--- src/shared/pcimrd_defines.vh ---
// constants for the pci master read path: state width, status and cause codes, widths, fifo sizing
// assumes a single 125 MHz pci clock shared by bus and back end
`ifndef PCIMRD_DEFINES_VH
`define PCIMRD_DEFINES_VH

`define PCIMRD_AD_W         32
`define PCIMRD_BE_W         4
`define PCIMRD_LEN_W        8
`define PCIMRD_STAT_W       4
`define PCIMRD_TERM_W       2
`define PCIMRD_ST_W         3
`define PCIMRD_FIFO_DEPTH   16
`define PCIMRD_FIFO_AW      4

`define PCIMRD_STAT_IDLE    4'h0
`define PCIMRD_STAT_LOAD    4'h1
`define PCIMRD_STAT_TXN     4'h2
`define PCIMRD_STAT_TERM    4'h3

`define PCIMRD_TERM_NONE    2'h0
`define PCIMRD_TERM_NORMAL  2'h1

`define PCIMRD_LEN_ZERO     8'h00
`define PCIMRD_LEN_ONE      8'h01
`define PCIMRD_AD_ZERO      32'h00000000
`define PCIMRD_BE_ONES      4'hF
`define PCIMRD_ROOM_MIN     5'h02

`endif

--- src/verilog/pcimrd_master_read.v ---
// pci master read path: address phase, data phases with initiator wait states, turnaround, idle
// assumes synchronous inputs on clk_i, an external pad stage resolving the oe_n pairs to the bus
`include "pcimrd_defines.vh"

// read-word buffer between the pci data phases and the local master
module pcimrd_fifo #(parameter WIDTH = 32, parameter DEPTH = 16, parameter AW = 4) (
  input  wire             clk_i,
  input  wire             sys_rst_i,
  input  wire             in_valid_i,
  output wire             in_ready_o,
  input  wire [WIDTH-1:0] in_data_i,
  output wire             out_valid_o,
  input  wire             out_ready_i,
  output wire [WIDTH-1:0] out_data_o,
  output wire [AW:0]      level_o
);
  reg  [WIDTH-1:0] mem [0:DEPTH-1];
  reg  [AW-1:0]    wr_ptr_q, rd_ptr_q;
  reg  [AW:0]      count_q;
  wire             push, pop;

  function [AW-1:0] ptr_next;
    input [AW-1:0] p;
    begin
      ptr_next = (p == DEPTH - 1) ? {AW{1'b0}} : p + 1'b1;
    end
  endfunction

  assign in_ready_o  = (count_q != DEPTH);
  assign out_valid_o = (count_q != {(AW+1){1'b0}});
  assign push        = in_valid_i & in_ready_o;
  assign pop         = out_valid_o & out_ready_i;
  assign out_data_o  = mem[rd_ptr_q];
  assign level_o     = count_q;

  genvar i;
  generate
    for (i = 0; i < DEPTH; i = i + 1)
    begin : g_entry
      always @(posedge clk_i)
        if (push && (wr_ptr_q == i))
          mem[i] <= in_data_i;
    end
  endgenerate

  always @(posedge clk_i)
  begin
    if (sys_rst_i)
    begin
      wr_ptr_q <= {AW{1'b0}};
      rd_ptr_q <= {AW{1'b0}};
      count_q  <= {(AW+1){1'b0}};
    end
    else
    begin
      if (push)
        wr_ptr_q <= ptr_next(wr_ptr_q);
      if (pop)
        rd_ptr_q <= ptr_next(rd_ptr_q);
      if (push && !pop)
        count_q <= count_q + 1'b1;
      else if (pop && !push)
        count_q <= count_q - 1'b1;
    end
  end
endmodule // pcimrd_fifo

// Overview of operation
// [RULE_01] one cycle after address loading with the grant held, frame is asserted with address, command and bus-transaction status.
// [RULE_02] the local master drops its request after seeing address loading unless it wants another transaction queued.
// [RULE_03] in the address phase the remaining-burst count is loaded with the latched burst length.
// [RULE_04] the local master gives first byte enables with ready in the address phase and holds ready off until it can take data.
// [RULE_05] reqn is withdrawn the cycle after frame was asserted while the local request was already off.
// [RULE_06] in the read turnaround ad floats, first byte enables drive, irdyn follows last cycle's ready and frame holds if more phases remain.
// [RULE_07] the local grant output follows the pci grant input; the code holds it deasserted while idle.
// [RULE_08] each completed data phase gives its word locally a cycle later, decrements the count, and strobes only if ready was on the cycle before.
// [RULE_09] irdyn is deasserted as a wait state when local ready was off the cycle before and reasserted when it returns;
// code: an asserted irdyn holds until its data phase completes.
// [RULE_10] on the final data phase irdyn is asserted and framen deasserted together.
// [RULE_11] during an initiator wait state the target holds devseln, trdyn and the read word steady.
// [RULE_12] in the turnaround after the last phase irdyn is deasserted and frame, ad and cbe are released.
// [RULE_13] when trdyn and irdyn were both asserted the cycle before, status becomes bus termination with normal termination cause; code: last phase only.
// [RULE_14] in the idle cycle after the turnaround irdyn is released.
// [RULE_15] when the local request and the grant were both asserted the cycle before, status becomes address loading and address, command and length latch;
// code: only from the grant state, which is entered the cycle after the grant is first seen while requesting.
// [RULE_16] the 4-bit local status uses fixed distinct codes for idle, address loading, bus transaction and bus termination.
module pcimrd_master_read (
  input  wire                        clk_i,
  input  wire                        sys_rst_i,
  input  wire                        local_req_32bit_n_i,
  input  wire [`PCIMRD_AD_W-1:0]     local_addr_i,
  input  wire [`PCIMRD_BE_W-1:0]     local_cmd_i,
  input  wire [`PCIMRD_LEN_W-1:0]    local_burst_length_in_i,
  input  wire                        local_ready_n_i,
  input  wire [`PCIMRD_BE_W-1:0]     local_byte_enable_in_i,
  output wire                        local_grant_n_o,
  output wire                        local_word_strobe_n_o,
  output wire [`PCIMRD_AD_W-1:0]     local_read_data_o,
  output wire [`PCIMRD_LEN_W-1:0]    remaining_burst_count_o,
  output wire [`PCIMRD_STAT_W-1:0]   local_xfer_status_o,
  output wire [`PCIMRD_TERM_W-1:0]   termination_cause_o,
  input  wire                        gnt_n_i,
  output wire                        req_n_o,
  input  wire                        trdy_n_i,
  input  wire                        devsel_n_i,
  input  wire [`PCIMRD_AD_W-1:0]     ad_i,
  output wire [`PCIMRD_AD_W-1:0]     ad_o,
  output wire                        ad_oe_n_o,
  output wire [`PCIMRD_BE_W-1:0]     cbe_n_o,
  output wire                        cbe_oe_n_o,
  output wire                        frame_n_o,
  output wire                        frame_oe_n_o,
  output wire                        irdy_n_o,
  output wire                        irdy_oe_n_o
);
  localparam [`PCIMRD_ST_W-1:0] S_IDLE  = 3'h0;
  localparam [`PCIMRD_ST_W-1:0] S_REQ   = 3'h1;
  localparam [`PCIMRD_ST_W-1:0] S_GRANT = 3'h2;
  localparam [`PCIMRD_ST_W-1:0] S_LOAD  = 3'h3;
  localparam [`PCIMRD_ST_W-1:0] S_ADDR  = 3'h4;
  localparam [`PCIMRD_ST_W-1:0] S_DATA  = 3'h5;
  localparam [`PCIMRD_ST_W-1:0] S_TURN  = 3'h6;
  localparam [`PCIMRD_ST_W-1:0] S_REL   = 3'h7;

  reg  [`PCIMRD_ST_W-1:0]   state_q, state_d;
  reg  [`PCIMRD_AD_W-1:0]   addr_q;
  reg  [`PCIMRD_BE_W-1:0]   cmd_q;
  reg  [`PCIMRD_LEN_W-1:0]  len_q;
  reg  [`PCIMRD_LEN_W-1:0]  cnt_q, cnt_d;
  reg  [`PCIMRD_STAT_W-1:0] status_q, status_d;
  reg  [`PCIMRD_TERM_W-1:0] term_q, term_d;
  reg                       req_n_q, req_n_d;
  reg                       lgnt_n_q;
  reg                       rdy_q;
  reg  [`PCIMRD_AD_W-1:0]   ad_q;
  reg                       ad_oe_n_q, ad_oe_n_d;
  reg  [`PCIMRD_BE_W-1:0]   cbe_q, cbe_d;
  reg                       cbe_oe_n_q, cbe_oe_n_d;
  reg                       frame_n_q, frame_n_d;
  reg                       frame_oe_n_q, frame_oe_n_d;
  reg                       irdy_n_q, irdy_n_d;
  reg                       irdy_oe_n_q, irdy_oe_n_d;
  reg  [`PCIMRD_LEN_W-1:0]  left;
  wire                      complete;
  wire                      fifo_in_ready, fifo_out_valid;
  wire [`PCIMRD_FIFO_AW:0]  fifo_level;
  wire                      room, want_irdy;

  // a data phase finishes when both ready signals were low at this edge
  assign complete  = (state_q == S_DATA) & ~irdy_n_q & ~trdy_n_i;
  // keep space for the word that may land while irdy is committed
  assign room      = fifo_in_ready & (fifo_level <= (`PCIMRD_FIFO_DEPTH - `PCIMRD_ROOM_MIN));
  assign want_irdy = ~local_ready_n_i & room;                                   // [RULE_09]

  pcimrd_fifo #(.WIDTH (`PCIMRD_AD_W), .DEPTH (`PCIMRD_FIFO_DEPTH), .AW (`PCIMRD_FIFO_AW)) u_fifo (
    .clk_i       (clk_i),
    .sys_rst_i   (sys_rst_i),
    .in_valid_i  (complete),
    .in_ready_o  (fifo_in_ready),
    .in_data_i   (ad_i),
    .out_valid_o (fifo_out_valid),
    .out_ready_i (rdy_q),
    .out_data_o  (local_read_data_o),
    .level_o     (fifo_level)
  );

  // word is offered the cycle after its phase; strobe only when ready was on last cycle
  assign local_word_strobe_n_o   = ~(fifo_out_valid & rdy_q);                   // [RULE_08]
  assign local_grant_n_o         = lgnt_n_q;
  assign remaining_burst_count_o = cnt_q;
  assign local_xfer_status_o     = status_q;
  assign termination_cause_o     = term_q;
  assign req_n_o                 = req_n_q;
  assign ad_o                    = ad_q;
  assign ad_oe_n_o               = ad_oe_n_q;
  assign cbe_n_o                 = cbe_q;
  assign cbe_oe_n_o              = cbe_oe_n_q;
  assign frame_n_o               = frame_n_q;
  assign frame_oe_n_o            = frame_oe_n_q;
  assign irdy_n_o                = irdy_n_q;
  assign irdy_oe_n_o             = irdy_oe_n_q;

  always @*
  begin
    state_d      = state_q;
    cnt_d        = cnt_q;
    status_d     = status_q;
    term_d       = term_q;
    req_n_d      = req_n_q;
    ad_oe_n_d    = ad_oe_n_q;
    cbe_d        = cbe_q;
    cbe_oe_n_d   = cbe_oe_n_q;
    frame_n_d    = frame_n_q;
    frame_oe_n_d = frame_oe_n_q;
    irdy_n_d     = irdy_n_q;
    irdy_oe_n_d  = irdy_oe_n_q;
    left         = cnt_q - {{(`PCIMRD_LEN_W-1){1'b0}}, complete};
    case (state_q)
      S_IDLE:
      begin
        status_d = `PCIMRD_STAT_IDLE;                                           // [RULE_16]
        req_n_d  = local_req_32bit_n_i;
        state_d  = local_req_32bit_n_i ? S_IDLE : S_REQ;
      end
      S_REQ:
        if (!gnt_n_i)
          state_d = S_GRANT;
      S_GRANT:
      begin
        if (!gnt_n_i && !local_req_32bit_n_i)
        begin
          status_d = `PCIMRD_STAT_LOAD;                                         // [RULE_15]
          term_d   = `PCIMRD_TERM_NONE;
          state_d  = S_LOAD;
        end
        else if (gnt_n_i)
          state_d = S_REQ;
      end
      S_LOAD:
      begin
        state_d = S_REQ;
        if (!gnt_n_i)
        begin
          frame_n_d    = 1'b0;                                                  // [RULE_01]
          frame_oe_n_d = 1'b0;
          ad_oe_n_d    = 1'b0;
          cbe_d        = cmd_q;
          cbe_oe_n_d   = 1'b0;
          status_d     = `PCIMRD_STAT_TXN;
          cnt_d        = len_q;                                                 // [RULE_03]
          irdy_n_d     = 1'b1;
          irdy_oe_n_d  = 1'b0;
          state_d      = (len_q == `PCIMRD_LEN_ZERO) ? S_TURN : S_ADDR;
        end
      end
      S_ADDR:
      begin
        req_n_d   = req_n_q | local_req_32bit_n_i;                              // [RULE_05]
        ad_oe_n_d = 1'b1;                                                       // [RULE_06]
        cbe_d     = local_byte_enable_in_i;
        irdy_n_d  = ~want_irdy;
        frame_n_d = want_irdy & (cnt_q == `PCIMRD_LEN_ONE);                     // [RULE_10]
        state_d   = S_DATA;
      end
      S_DATA:
      begin
        req_n_d = req_n_q | (~frame_n_q & local_req_32bit_n_i);                 // [RULE_05]
        cnt_d   = left;                                                         // [RULE_08]
        if (left == `PCIMRD_LEN_ZERO)
        begin
          irdy_n_d     = 1'b1;                                                  // [RULE_12]
          frame_n_d    = 1'b1;
          frame_oe_n_d = 1'b1;
          cbe_oe_n_d   = 1'b1;
          cbe_d        = `PCIMRD_BE_ONES;
          status_d     = `PCIMRD_STAT_TERM;                                     // [RULE_13]
          term_d       = `PCIMRD_TERM_NORMAL;
          state_d      = S_TURN;
        end
        else
        begin
          // an asserted irdy stays committed until its phase completes
          irdy_n_d = ~(want_irdy | (~irdy_n_q & ~complete));                    // [RULE_09]
          if (complete)
            cbe_d = local_byte_enable_in_i;
          if (frame_n_q == 1'b0)
            frame_n_d = ~irdy_n_d & (left == `PCIMRD_LEN_ONE);                  // [RULE_10]
        end
      end
      S_TURN:
      begin
        irdy_n_d     = 1'b1;
        irdy_oe_n_d  = 1'b1;                                                    // [RULE_14]
        frame_n_d    = 1'b1;
        frame_oe_n_d = 1'b1;
        ad_oe_n_d    = 1'b1;
        cbe_oe_n_d   = 1'b1;
        status_d     = `PCIMRD_STAT_TERM;
        term_d       = `PCIMRD_TERM_NORMAL;
        req_n_d      = req_n_q | local_req_32bit_n_i;
        state_d      = S_REL;
      end
      S_REL:
      begin
        status_d = `PCIMRD_STAT_IDLE;
        state_d  = S_IDLE;
      end
      default:
        state_d = S_IDLE;
    endcase
  end

  always @(posedge clk_i)
  begin
    if (sys_rst_i)
    begin
      state_q      <= S_IDLE;
      addr_q       <= `PCIMRD_AD_ZERO;
      cmd_q        <= `PCIMRD_BE_ONES;
      len_q        <= `PCIMRD_LEN_ZERO;
      cnt_q        <= `PCIMRD_LEN_ZERO;
      status_q     <= `PCIMRD_STAT_IDLE;
      term_q       <= `PCIMRD_TERM_NONE;
      req_n_q      <= 1'b1;
      lgnt_n_q     <= 1'b1;
      rdy_q        <= 1'b0;
      ad_q         <= `PCIMRD_AD_ZERO;
      ad_oe_n_q    <= 1'b1;
      cbe_q        <= `PCIMRD_BE_ONES;
      cbe_oe_n_q   <= 1'b1;
      frame_n_q    <= 1'b1;
      frame_oe_n_q <= 1'b1;
      irdy_n_q     <= 1'b1;
      irdy_oe_n_q  <= 1'b1;
    end
    else
    begin
      state_q      <= state_d;
      cnt_q        <= cnt_d;
      status_q     <= status_d;
      term_q       <= term_d;
      req_n_q      <= req_n_d;
      rdy_q        <= ~local_ready_n_i;
      ad_oe_n_q    <= ad_oe_n_d;
      cbe_q        <= cbe_d;
      cbe_oe_n_q   <= cbe_oe_n_d;
      frame_n_q    <= frame_n_d;
      frame_oe_n_q <= frame_oe_n_d;
      irdy_n_q     <= irdy_n_d;
      irdy_oe_n_q  <= irdy_oe_n_d;
      lgnt_n_q     <= (state_q == S_IDLE) ? 1'b1 : gnt_n_i;                    // [RULE_07]
      if ((state_q == S_GRANT) && !gnt_n_i && !local_req_32bit_n_i)
      begin
        addr_q <= local_addr_i;                                                 // [RULE_15]
        cmd_q  <= local_cmd_i;
        len_q  <= local_burst_length_in_i;
      end
      // address goes out whenever the address phase drives ad, zero-length bursts included
      ad_q <= ad_oe_n_d ? `PCIMRD_AD_ZERO : addr_q;                             // [RULE_01]
    end
  end
endmodule // pcimrd_master_read

--- config.mk ---
export PLATFORM = sky130hd
export DESIGN_NAME = pcimrd_master_read
export DESIGN_NICKNAME = d
export VERILOG_FILES = /design/src/verilog/pcimrd_master_read.v
export VERILOG_INCLUDE_DIRS = /design/src /design/src/shared
export SDC_FILE = /design/constraint.sdc
export NUM_CORES = 1
export LEC_CHECK = 0
export BUFFER_PORTS_ARGS = -buffer_cell sky130_fd_sc_hd__buf_2
export CORE_MARGIN = 2
export CORE_UTILIZATION = 46
export DETAILED_ROUTE_END_ITERATION = 12
export GPL_ROUTABILITY_DRIVEN = 0
export SETUP_SLACK_MARGIN = 0.2
export SLEW_MARGIN = 10
export SYNTH_ARGS = -nofsm -noshare
export SYNTH_HDL_FRONTEND = slang
export SYNTH_HIERARCHICAL = 1
export SYNTH_SLANG_ARGS = --single-unit
--- constraint.sdc ---
create_clock -name clk_i -period 13.9 [get_ports clk_i]
set_input_delay 1.39 -clock clk_i [delete_from_list [all_inputs] [get_ports clk_i]]
set_output_delay 1.39 -clock clk_i [all_outputs]
set_load 0.01 [all_outputs]
==> qor.csv <==
stage;metric;value;unit
power_and_ir_drop;leakagePower;9.18;nW
synthesis;synth_flop_cell;edfxtp_1;
job;drv_cap;0;
sta;timing.fmax;0.200;GHz
synthesis;yosysUniqueCellTypes;60;
critical_path;critPathMaxFanout;72;
hold_path;hp-class;flop to flop;
floorplanning;die_w;233;um
synthesis;synthMuxAreaShare;0.123;
cts;hold_buffers;0;
drt;drtIter0Drc;931;
synthesis;synth_cells;1377;
synthesis;synth_top_family_by_area;multiplexers;
power_and_ir_drop;peakVddDrop;0.102;mV
floorplanning;start_util;0.467;
sta;final_hold_viol_count;0;
run_status;status;complete, no violations;
cts;cts_tree;built;
drt;wl_per_cell;23.0;um
floorplanning;die-area;54100;um2
synthesis;yosys.area_share.simple;0.0601;
critical_path;cp.required;12.51;ns
sta;rsz0062_at_grt;no;
synthesis;synthArstFlopShare;0;
sta;hold_slack;0.446;ns
drt;drc_errors;0;
placed_design;place_hpwl;29300;um
critical_path;cpLargestDelayFamily;buffers and inverters;
floorplanning;coreArea;51500;um2
synthesis;synth-edff-count;512;
global_route;grt_pass1_vias;13036;
cts;cts_resized;0;
sta;fin_crit;5.00;ns
synthesis;synth_xor_area_frac;0.00255;
floorplanning;rows;83;
sta;fin_setup_tns;0;ns
final_layout;final_nets;1669;
sta;period_share;0.359;
critical_path;arrival;3.61;ns
critical_path;crit_buf_inv;3;
final_layout;drive_gt1_frac;0.282;
critical_path;crit_chain;buf_4 > buf_4 > mux4_2 > a22oi_1 > nand2_1 > buf_2;
floorplanning;boundaryPins;178;
critical_path;path_class;flop to output port;
global_route;grt_max_degree;81;
power_and_ir_drop;p_per_area;150;nW/um2
critical_path;worst_path_max_delay_cell;buf_4;
sta;setup_viol;0;
sta;finalMaxSlewViolations;0;
critical_path;critPathMostFrequentCell;buf_4;
critical_path;regToRegSetupSlack;8.94;ns
synthesis;syn_avg_cell_area;17.5;um2
cts;post_cts_buffers;0;
drt;drt-total-wl;52800;um
critical_path;endpoint_kind;output port;
final_layout;fill_cells;4275;
drt;vias;12913;
cts;h-tree-depth;3;
drt;dr.pass1.iters;6;
final_layout;area_growth;15.4;%
placed_design;placed_area;25700;um2
global_route;grt_first_pass_wirelength;80300;um
cts;cts_buffers;66;
sta;maxSlewHeadroom;0.261;
cts;cts_buffer_depth;3;
sta;worst_slew_pin_slew;1.11;ns
drt;final_antenna_net_count;0;
cts;cts_sinks;631;
critical_path;r2r-start;state_q[2]$_SDFFE_PP0P_;
drt;detail_route.vias_per_cell;5.62;
global_route;grt_antenna_before_repair;2;
synthesis;mappedNetlistArea;24000;um2
cts;clk_latency;0.58;ns
cts;clkSlewWorstSetupHoldPaths;0.06;ns
sta;skew;0.0221;ns
synthesis;synth_compound_gate_area_share;0.0517;
final_layout;diodes;0;
synthesis;synthAdderAreaFrac;0.00656;
floorplanning;fp.dieH;233;um
global_route;grt-ovfl-total;0;
global_route;grtUsageTotal;0.200;
synthesis;synth_seq_cells;631;
placed_design;portBuffers;173;
cts;root_buffer;clkbuf_16;
synthesis;synth.yosys.seq_area_share;0.739;
critical_path;slowest_delay;0.85;ns
final_layout;utilization;0.539;
power_and_ir_drop;finalPower;0.00417;W
final_layout;final_area;27700;um2
hold_path;min_from;local_xfer_status_o[1]$_SDFFE_PP0P_;
critical_path;startpoint_type;flop;
synthesis;yosys_warnings;6;
==> layer usage <==
| layer | vias up | track usage | part of all wire |
|---|---|---|---|
| met5 | - | 0 | 0.00021 |
| met4 | 2 | 0.0559 | 0.016 |
| met3 | 61 | 0.0479 | 0.076 |
| met2 | 413 | 0.324 | 0.49 |
| met1 | 6644 | 0.273 | 0.42 |
| li1 | 5793 | - | - |
==> cells in the mapped netlist, types with 2 or more instances <==
cell        n  area (um2)
a211oi_1    3        22.5
a21o_1      4        30.0
a21oi_1    72         360
a22oi_1    66         495
a31oi_1     5        31.3
a41oi_1     3        26.3
and2_1     47         294
and3_1      2        12.5
buf_2      15        75.1
buf_4       4        30.0
clkbuf_1   61         229
dfxtp_1   119        2380
edfxtp_1  512       15400
ha_1       11         138
inv_1      15        56.3
mux2i_1     7        70.1
mux4_2    128        2880
nand2_1   145         544
nand2b_1    6        37.5
nand3_1     9        45.0
nand3b_1    3        22.5
nor2_1     35         131
nor2b_1     8        50.1
nor3_1      9        45.0
nor4_1     10        62.6
nor4b_1     5        43.8
o211ai_1    4        30.0
o21a_1      4        30.0
o21ai_0    21         105
o21ai_2     2        17.5
o22ai_1     2        12.5
or2_2       3        18.8
or3_1       4        25.0
or4_1       2        15.0
xnor2_1     3        26.3
xor2_1      4        35.0
==> cell type report <==
type,instances,area [um2],area share
multi-input combinational,650,5950,0.214
timing repair buffer,205,1110,0.0399
clock inverter,30,213,0.00767
tap,680,851,0.0307
sequential,631,17800,0.640
inverter,16,62.6,0.00225
clock buffer,86,1800,0.0649
==> state kept, by name, indices dropped and copies added, names as in the netlist, named ones only <==
signal and flops:
u_fifo/mem 512, frame_n_o 1, remaining_burst_count_o 8, u_fifo/rd_ptr_q 4, req_n_o 1, frame_oe_n_o 1
rdy_q 1, ad_o 32, addr_q 32, ad_oe_n_o 1, local_grant_n_o 1, cbe_n_o 4
termination_cause_o 1, cmd_q 4, len_q 8, u_fifo/wr_ptr_q 4, state_q 3, local_xfer_status_o 2
irdy_n_o 1, u_fifo/level_o 5, irdy_oe_n_o 1
==> kinds of logic (layout without fill, tap and decap cells) <==
family / Yosys count / in the layout
adders and majority gates: 12 / 12
buffers and inverters: 98 / 337
xor gates and xnor gates: 7 / 7
muxes: 136 / 136
AOI/OAI and AO/OA: 194 / 194
DFF: 631 / 631
other: 1 / 3
and+or+nand+nor: 298 / 298
==> per-stage QoR <==
stage	setup slack (ns)	cells
after floorplan	7.85	1379
after global placement	8.95	2182
after detailed placement	8.91	2182
after CTS	8.75	2298
after global routing	8.47	2298
final	8.90	2298
==> path summary, 6_finish.rpt <==
path,to,depth (start not counted)
max,local_read_data_o[5],6
min,local_xfer_status_o[1]$_SDFFE_PP0P_,1
max reg2reg,cbe_n_o[3]$_SDFFE_PP1P_,11
min reg2reg,local_xfer_status_o[1]$_SDFFE_PP0P_,1
==> where the power goes <==
part | total (W) | switching, W | internal, W
clock | 0.00165 | 0.000695 | 0.000951
combinational | 0.000431 | 0.000199 | 0.000232
sequential | 0.00210 | 0.0000462 | 0.00205
==> layout by cell type, fill, tap and decap left out, types with 9 or more instances in the layout <==
cell       netlist  layout
ha_1            11      11
dfxtp_1        119     117
buf_2           15     173
clkinv_1         0      13
a21oi_1         72      72
clkbuf_1        61      15
a22oi_1         66      66
mux4_2         128     128
nor2_1          35      34
nor3_1           9       9
buf_4            4      32
nand3_1          9       9
edfxtp_1       512     512
nor4_1          10      10
o21ai_0         21      21
and2_1          47      34
inv_1           15      15
clkbuf_16        0      68
nand2_1        145     145
and2_2           0      13
Power figures use the tool's default switching activity.
